==> src/twem_pkg.sv <==
// Shared constants, field layouts and carrier types of the three-wire
// EEPROM master. Assumes a single 125 MHz system clock.
package twem_pkg;

    // ------------------------------------------------------------------
    // Timing
    // ------------------------------------------------------------------
    localparam int SYS_CLK_KHZ = 125000;
    localparam int SCK_KHZ = 500;
    // Half a serial clock period; 500 kHz at 125 MHz gives 125 cycles
    localparam int HALF_CYC = SYS_CLK_KHZ / (2 * SCK_KHZ);
    localparam int TICK_W = 7;
    localparam logic [TICK_W-1:0] HALF_LAST = TICK_W'(HALF_CYC - 1);

    // ------------------------------------------------------------------
    // Control register fields and reset values
    // ------------------------------------------------------------------
    localparam int CNT_LSB = 0;
    localparam int RD_BIT = 4;
    localparam int HIZ_BIT = 5;
    localparam int BUSY_BIT = 6;
    localparam int WFR_BIT = 7;
    localparam logic [3:0] CNT_MAX = 4'h8;
    localparam logic [7:0] CTRL_RST = 8'h00;
    localparam logic [7:0] DATA_RST = 8'h00;
    localparam logic [1:0] FUNC_THREE_WIRE = 2'h3;
    localparam logic [2:0] DIV_FULL_RATE = 3'h0;

    // ------------------------------------------------------------------
    // Receive FIFO
    // ------------------------------------------------------------------
    localparam int DATA_W = 8;
    localparam int FIFO_DEPTH = 16;

    // ------------------------------------------------------------------
    // Carrier types
    // ------------------------------------------------------------------
    // Bit order follows the control register layout
    typedef struct packed {
        logic wait_for_ready;
        logic busy;
        logic float_after_last;
        logic rd;
        logic [3:0] cnt;
    } twem_ctrl_t;

    typedef struct packed {
        logic sck;
        logic sd_o;
        logic sd_oe;
    } twem_pins_t;

    typedef enum logic [2:0] {
        ST_IDLE,
        ST_LOW,
        ST_HIGH,
        ST_WAIT,
        ST_PUSH
    } twem_state_t;

endpackage : twem_pkg

==> src/twem_fifo.sv <==
// Parameterised FIFO with valid/ready on both sides and a registered
// output stage. Assumes one clock and a synchronous active-low reset.
`timescale 1ns/1ns
module twem_fifo #(
    parameter int W = 8,
    parameter int D = 16
) (
    input wire logic clk,
    input wire logic rstn,
    input wire logic in_valid,
    output logic in_ready,
    input wire logic [W-1:0] in_data,
    output logic out_valid,
    input wire logic out_ready,
    output logic [W-1:0] out_data
);
    localparam int AW = $clog2(D);

    typedef struct packed {
        logic [D-1:0][W-1:0] mem;
        logic [AW-1:0] wp;
        logic [AW-1:0] rp;
        logic [AW:0] cnt;
        logic ov;
        logic [W-1:0] od;
    } twem_fifo_st_t;

    twem_fifo_st_t q;
    twem_fifo_st_t d;
    logic push;
    logic pop;

    // ------------------------------------------------------------------
    // Handshakes
    // ------------------------------------------------------------------
    // Full is honest: the output stage adds one slot beyond D
    assign in_ready = (q.cnt != (AW+1)'(D));
    assign push = in_valid && in_ready;
    assign pop = (q.cnt != '0) && (!q.ov || out_ready);
    assign out_valid = q.ov;
    assign out_data = q.od;

    // ------------------------------------------------------------------
    // Next state
    // ------------------------------------------------------------------
    always_comb
    begin
        d = q;
        if (push)
        begin
            d.mem[q.wp] = in_data;
            d.wp = q.wp + 1'b1;
        end
        if (pop)
        begin
            d.od = q.mem[q.rp];
            d.rp = q.rp + 1'b1;
            d.ov = 1'b1;
        end
        else if (out_ready)
        begin
            d.ov = 1'b0;
        end
        d.cnt = q.cnt + (AW+1)'(push) - (AW+1)'(pop);
    end

    // State register
    always_ff @(posedge clk)
    begin
        if (!rstn)
            q <= '0;
        else
            q <= d;
    end

endmodule : twem_fifo

==> src/twem_master.sv <==
// Three-wire serial EEPROM master: control and data registers on the
// processor's register port, a serial clock and a shared data line.
// Assumes firmware drives chip select from a general-purpose pin.
//
// Functional notes
// - Serial clock runs at 500 kHz over data line, clock and GPIO select.
// - Pins reach the engine only when pin function select equals 3.
// - Engine works only at processor clock divider 000; other settings refused.
// - Each control write while idle and routed starts one command moving up to 8 bits.
// - Count field bits 3:0 sets clock pulses, legal range 0 to 8.
// - Read captures bits MSB first, right-justified into data register.
// - Write shifts bits out MSB first from top of data register.
// - Zero count gives no clock; data line just follows float bit.
// - Float bit releases data line right after last rising clock edge.
// - Busy bit 6 high during command; its fall raises done interrupt.
// - Wait-for-ready with float holds busy until data line rises.
// - Control and data registers reachable as processor special registers.
`timescale 1ns/1ns
module twem_master
    import twem_pkg::*;
(
    input wire logic CLK_SYS,
    input wire logic RSTN,
    input wire logic CTRL_WE,
    input wire logic [7:0] CTRL_WDATA,
    output logic [7:0] CTRL_RDATA,
    input wire logic DATA_WE,
    input wire logic [7:0] DATA_WDATA,
    output logic [7:0] DATA_RDATA,
    input wire logic [1:0] PIN_FUNC_SEL,
    input wire logic [2:0] CLK_DIV,
    input wire logic SD_IN,
    output twem_pins_t PINS,
    output logic DONE_IRQ,
    output logic RX_VALID,
    input wire logic RX_READY,
    output logic [7:0] RX_DATA
);

    // ------------------------------------------------------------------
    // State
    // ------------------------------------------------------------------
    typedef struct packed {
        twem_state_t state;
        twem_ctrl_t ctrl;
        logic [3:0] left;
        logic [TICK_W-1:0] tick;
        logic [7:0] shift;
        logic sck;
        logic sd_o;
        logic oe;
        logic sd_prev;
        logic irq;
    } twem_st_t;

    twem_st_t q;
    twem_st_t d;
    twem_ctrl_t wr_ctrl;
    logic busy;
    logic route_ok;
    logic start;
    logic fifo_ready;
    logic push_valid;

    // Engine usable only with the pins routed and at full processor rate
    function automatic logic engine_ok(input logic [1:0] fsel, input logic [2:0] div);
        engine_ok = (fsel == FUNC_THREE_WIRE) && (div == DIV_FULL_RATE);
    endfunction : engine_ok

    // ------------------------------------------------------------------
    // Register port and pins
    // ------------------------------------------------------------------
    assign wr_ctrl = twem_ctrl_t'(CTRL_WDATA);
    assign busy = (q.state != ST_IDLE);
    assign route_ok = engine_ok(PIN_FUNC_SEL, CLK_DIV);
    // Writes while busy are dropped so the transfer finishes intact
    assign start = CTRL_WE && !busy && route_ok;
    assign CTRL_RDATA = {q.ctrl.wait_for_ready, busy, q.ctrl.float_after_last, q.ctrl.rd, q.ctrl.cnt};
    assign DATA_RDATA = q.shift;
    // Pins are parked when another function owns them
    assign PINS.sck = q.sck && route_ok;
    assign PINS.sd_o = q.sd_o;
    assign PINS.sd_oe = q.oe && route_ok;
    assign DONE_IRQ = q.irq;
    assign push_valid = (q.state == ST_PUSH);

    // ------------------------------------------------------------------
    // Engine
    // ------------------------------------------------------------------
    always_comb
    begin
        twem_state_t fin;
        fin = ST_IDLE;
        d = q;
        d.irq = 1'b0;
        d.sd_prev = SD_IN;
        // Where a command goes once its last clock is done
        if (q.ctrl.wait_for_ready && q.ctrl.float_after_last)
            fin = ST_WAIT;
        else if (q.ctrl.rd && q.ctrl.cnt != 4'h0)
            fin = ST_PUSH;
        unique case (q.state)
            ST_IDLE:
            begin
                d.sck = 1'b0;
                if (start)
                begin
                    d.ctrl = wr_ctrl;
                    d.ctrl.busy = 1'b0;
                    // Counts above the limit are clamped to a full byte
                    d.ctrl.cnt = (wr_ctrl.cnt > CNT_MAX) ? CNT_MAX : wr_ctrl.cnt;
                    d.left = d.ctrl.cnt;
                    d.tick = '0;
                    d.state = ST_LOW;
                    if (d.ctrl.cnt == 4'h0)
                        d.oe = !wr_ctrl.float_after_last;
                    else if (!wr_ctrl.rd)
                    begin
                        d.oe = 1'b1;
                        d.sd_o = q.shift[7];
                    end
                end
                else if (DATA_WE)
                begin
                    d.shift = DATA_WDATA;
                end
            end
            ST_LOW:
            begin
                d.tick = q.tick + 1'b1;
                if (q.left == 4'h0)
                begin
                    d.state = fin;
                    d.irq = (fin == ST_IDLE);
                end
                else if (q.tick == HALF_LAST)
                begin
                    d.tick = '0;
                    d.sck = 1'b1;
                    d.state = ST_HIGH;
                end
            end
            ST_HIGH:
            begin
                d.tick = q.tick + 1'b1;
                // Line held over the last rise, released one cycle later for hold time
                if (q.tick == '0 && q.left == 4'h1 && q.ctrl.float_after_last)
                    d.oe = 1'b0;
                if (q.tick == HALF_LAST)
                begin
                    d.tick = '0;
                    d.sck = 1'b0;
                    d.left = q.left - 1'b1;
                    d.state = ST_LOW;
                    // Read samples at the end of the high phase, LSB enters
                    if (q.ctrl.rd)
                        d.shift = {q.shift[6:0], SD_IN};
                    else
                    begin
                        d.shift = {q.shift[6:0], 1'b0};
                        d.sd_o = q.shift[6];
                    end
                end
            end
            ST_WAIT:
            begin
                // Ready shows as a rising data line from the EEPROM
                if (SD_IN && !q.sd_prev)
                begin
                    d.state = (q.ctrl.rd && q.ctrl.cnt != 4'h0) ? ST_PUSH : ST_IDLE;
                    d.irq = !(q.ctrl.rd && q.ctrl.cnt != 4'h0);
                end
            end
            ST_PUSH:
            begin
                // Busy holds while the receive FIFO is full
                if (fifo_ready)
                begin
                    d.state = ST_IDLE;
                    d.irq = 1'b1;
                end
            end
        endcase
    end

    // State register; data line driven after reset
    always_ff @(posedge CLK_SYS)
    begin
        if (!RSTN)
        begin
            q <= '0;
            q.oe <= 1'b1;
        end
        else
            q <= d;
    end

    // ------------------------------------------------------------------
    // Receive FIFO
    // ------------------------------------------------------------------
    twem_fifo #(
        .W(DATA_W),
        .D(FIFO_DEPTH)
    ) u_rx_fifo (
        .clk(CLK_SYS),
        .rstn(RSTN),
        .in_valid(push_valid),
        .in_ready(fifo_ready),
        .in_data(q.shift),
        .out_valid(RX_VALID),
        .out_ready(RX_READY),
        .out_data(RX_DATA)
    );

    // Length of the current high phase of the serial clock
    logic [7:0] hi_len;
    always_ff @(posedge CLK_SYS)
    begin
        if (!RSTN || !q.sck)
            hi_len <= 8'h00;
        else
            hi_len <= hi_len + 8'h01;
    end
endmodule : twem_master

==> config.mk <==
export PLATFORM = sky130hd
export DESIGN_NAME = twem_master
export DESIGN_NICKNAME = d
export VERILOG_FILES = /design/src/twem_pkg.sv /design/src/twem_fifo.sv /design/src/twem_master.sv
export SDC_FILE = /design/constraint.sdc
export NUM_CORES = 1
export LEC_CHECK = 0
export BUFFER_PORTS_ARGS = -buffer_cell sky130_fd_sc_hd__buf_2
export CAP_MARGIN = 20
export CELL_PAD_IN_SITES_DETAIL_PLACEMENT = 1
export CELL_PAD_IN_SITES_GLOBAL_PLACEMENT = 1
export CORE_MARGIN = 2
export CORE_UTILIZATION = 52
export DETAILED_ROUTE_END_ITERATION = 8
export GPL_ROUTABILITY_DRIVEN = 0
export PLACE_DENSITY = 0.87
export SLEW_MARGIN = 15
export SYNTH_ARGS = -nofsm -noshare
export SYNTH_HDL_FRONTEND = slang
export SYNTH_SLANG_ARGS = --single-unit
==> constraint.sdc <==
create_clock -name CLK_SYS -period 7.3 [get_ports CLK_SYS]
set_input_delay 0.365 -clock CLK_SYS [delete_from_list [all_inputs] [get_ports CLK_SYS]]
set_output_delay 0.365 -clock CLK_SYS [all_outputs]
set_load 0.02 [all_outputs]
==> results.toml <==
[clock_network]
clkSinkCount = 184
clk_latency_ns = 0.44
numCtsBuffers = 17
cts_setup_buffers = 0
clk_pin_slew_worst_paths_ns = 0.07
cts_max_level = 4
tritoncts = "done"
root_buffer = "clkbuf_16"
hold_buffers = 0
cts_buffer_depth = 2
ctsResizeCount = 0

[synth]
synth.yosys.seq_area_share = 0.4246
syn_area_mm2 = 0.008676
synth_common_cells = "dfxtp_1 (184), nor2_1 (159), mux2i_1 (150)"
yosys.area_share.adder = 0.02538
synth_edf_count = 0
synthDominantCellAreaShare = 0.4246
yosysTopAreaCell = "dfxtp_1"
yosysWarnings = 0
synth.net_count = 905
synth_cell_types = 57
synth_cells = 861
muxShareOfSynthArea = 0.2561
synth_area_per_cell_um2 = 10.08
synth_simple_gate_area_frac = 0.1556
synth_flop_cell = "dfxtp_1"
synth_compound_area_frac = 0.06072
synth_top_family_by_area = "multiplexers"
yosys.cell_count.top_type = "dfxtp_1"
synthTopCellsByArea = "dfxtp_1 (42%), mux2i_1 (17%), mux4_2 (8.3%)"
ys_seq_elements = 184
synth_xor_area_frac = 0.01514
async_reset_ff_frac = 0

[route]
viasPerCell = 5.918
drc_errors = 0
dr_total_vias = 6403
ant_nets = 0
dr.pass1.iters = 5
drtIter0Drc = 367
drt-wirelength-per-cell_um = 21.22
wl_um = 22960

[status]
status = "complete, no violations"

[sta]
max_freq_mhz = 297.7
fin_skew_ns = 0.01447
worst_slew_pin_slew_ns = 0.8927
rsz0062_at_grt = "no"
hold_violations = 0
fin_crit_sh = 0.4601
maxSlewViolCount = 0
fin_hold_ws_ns = 0.1672
fin_crit_ns = 3.359
setup_tns_ns = 0
final-setup-viol-count = 0
relSlewSlack = 0.4049

[grt]
grt_max_degree = 84
grt_overflow_total = 0
grt_pass1_vias = 6907
grt_pass1_wl_um = 37180
antenna_found_initial = 0
grt_usage = 0.2696

[cells_and_area]
nFillCells = 1799
register_area_mm2 = 0.003685
layout-drive-gt1-share = 0.1659
syn_to_final_growth_pct = 8.307
nNetsFinal = 893
multi_input_area_mm2 = 0.004451
diodes = 0

[critical_path]
ff2ff_path_depth = 15
endpoint_kind = "register"
crit_buf_inv = 5
path_class = "reg -> reg"
required_ns = 7.66
cp_slowest_cell = "nand2b_1"
cp_num_cells = 15
crit_top_cell = "inv_1"
crit_chain = "inv_1 -> ha_1 -> nor4b_1 -> nand2b_1 -> inv_1 -> ha_1 -> inv_1 -> ha_1 -> inv_1 -> fa_1 -> inv_1 -> a21oi_1 -> nor2_1 -> or3_1 -> a21oi_1"
crit_fanout = 11
max_stage_delay_ns = 0.54
path_delay_family = "simple AND/OR/NAND/NOR gates"
arrival_ns = 3.72
critPathLaunchType = "register"

[floorplanning]
dieArea_mm2 = 0.01773
start_util = 0.5269
num_rows = 47
die_x_um = 133.2
num_io_pins = 56
design.core.area_mm2 = 0.01647
die_h_um = 133.2

[min_path]
whs_path_depth = 3
hold_path_class = "in -> reg"

[pwr]
power.density_mw_per_mm2 = 269.4
power.leakage_uw = 0.004419
ir_worst_vdd_mv = 0.1817

[placed_design]
hpwlAfterDp_um = 14410
io_buffers = 54

[flow_run]
drv_cap = 0
[registers in the layout, indices dropped and copies added, names as in the netlist]
signal / cells
DONE_IRQ: 1
u_rx_fifo.out_data: 8
PINS: 1
u_rx_fifo.q: 141
q: 17
CTRL_RDATA: 7
u_rx_fifo.out_valid: 1
DATA_RDATA: 8
[metal layers]
layer / track usage / vias to the layer above / part of all wire
met2: 0.4701 / 145 / 0.51
li1: - / 2977 / -
met1: 0.3374 / 3244 / 0.43
met3: 0.04985 / 37 / 0.037
met5: 0 / - / 0
met4: 0.09220 / 0 / 0.022
[worst paths after layout]
kind                                            startpoint                          to  slack, ns
worst max register to register  u_rx_fifo.q[12]$_SDFF_PN0_  u_rx_fifo.q[13]$_SDFF_PN0_       3.94
worst max-delay path            u_rx_fifo.q[12]$_SDFF_PN0_  u_rx_fifo.q[13]$_SDFF_PN0_       3.94
worst min register to register           q[2]$_SDFFE_PN1P_           q[2]$_SDFFE_PN1P_       0.48
worst min-delay path                         CTRL_WDATA[7]  CTRL_RDATA[7]$_SDFFE_PN0P_       0.17
[kinds of logic (layout without fill, tap and decap cells)]
group	count (synthesis)	count (layout)
DFF	184	184
AOI/OAI and AO/OA	81	81
buffers and inverters	109	110
and+or+nand+nor	273	273
xor gates and xnor gates	15	15
adders and majority gates	17	17
muxes	182	182
[area by class of cell]
type / instances / share of cell area
Multi-Input combinational cell: 568 / 0.4736
Sequential cell: 184 / 0.3921
Clock buffer: 22 / 0.04940
Timing Repair Buffer: 59 / 0.03356
Tap cell: 220 / 0.02929
Clock inverter: 10 / 0.01411
Inverter: 19 / 0.007856
[layout by cell type, fill, tap and decap left out, types with 11 or more instances in the layout]
cell       count
a21oi_1       22
nand2_1       25
inv_1         18
xor2_1        11
nor2_1       159
o21ai_0       18
mux2i_1      150
mux4_2        32
nand3_1       17
clkbuf_16     17
nand3_2       12
buf_2         54
ha_1          16
dfxtp_1      183
[stage by stage]
step / std cells / instance area, µm² / total power (µW) / util / setup slack, ns
finish: 1082 / 9397 / 2531 / 0.5707 / 3.941
global route: 1082 / 9397 / 2639 / 0.5707 / 3.695
CTS: 1081 / 9382 / 2541 / 0.5698 / 3.960
detailed placement: 1049 / 8785 / 1602 / 0.5335 / 4.030
global placement: 1049 / 8785 / 1588 / 0.5335 / 4.144
floorplan: 861 / 8676 / 1492 / - / 4.651
[power breakdown]
group | leakage [µW] | switching (µW) | internal (µW)
Sequential | 0.00149 | 110 | 1040
Combinational | 0.00264 | 260 | 177
Clock | 0.000292 | 413 | 532
Total | 0.00442 | 784 | 1750
[worst min-delay path, cell delays in order]
cell	delay, ns
buf_2	0.07
mux2i_1	0.05
nor2_1	0.08
Power figures use the tool's default switching activity.
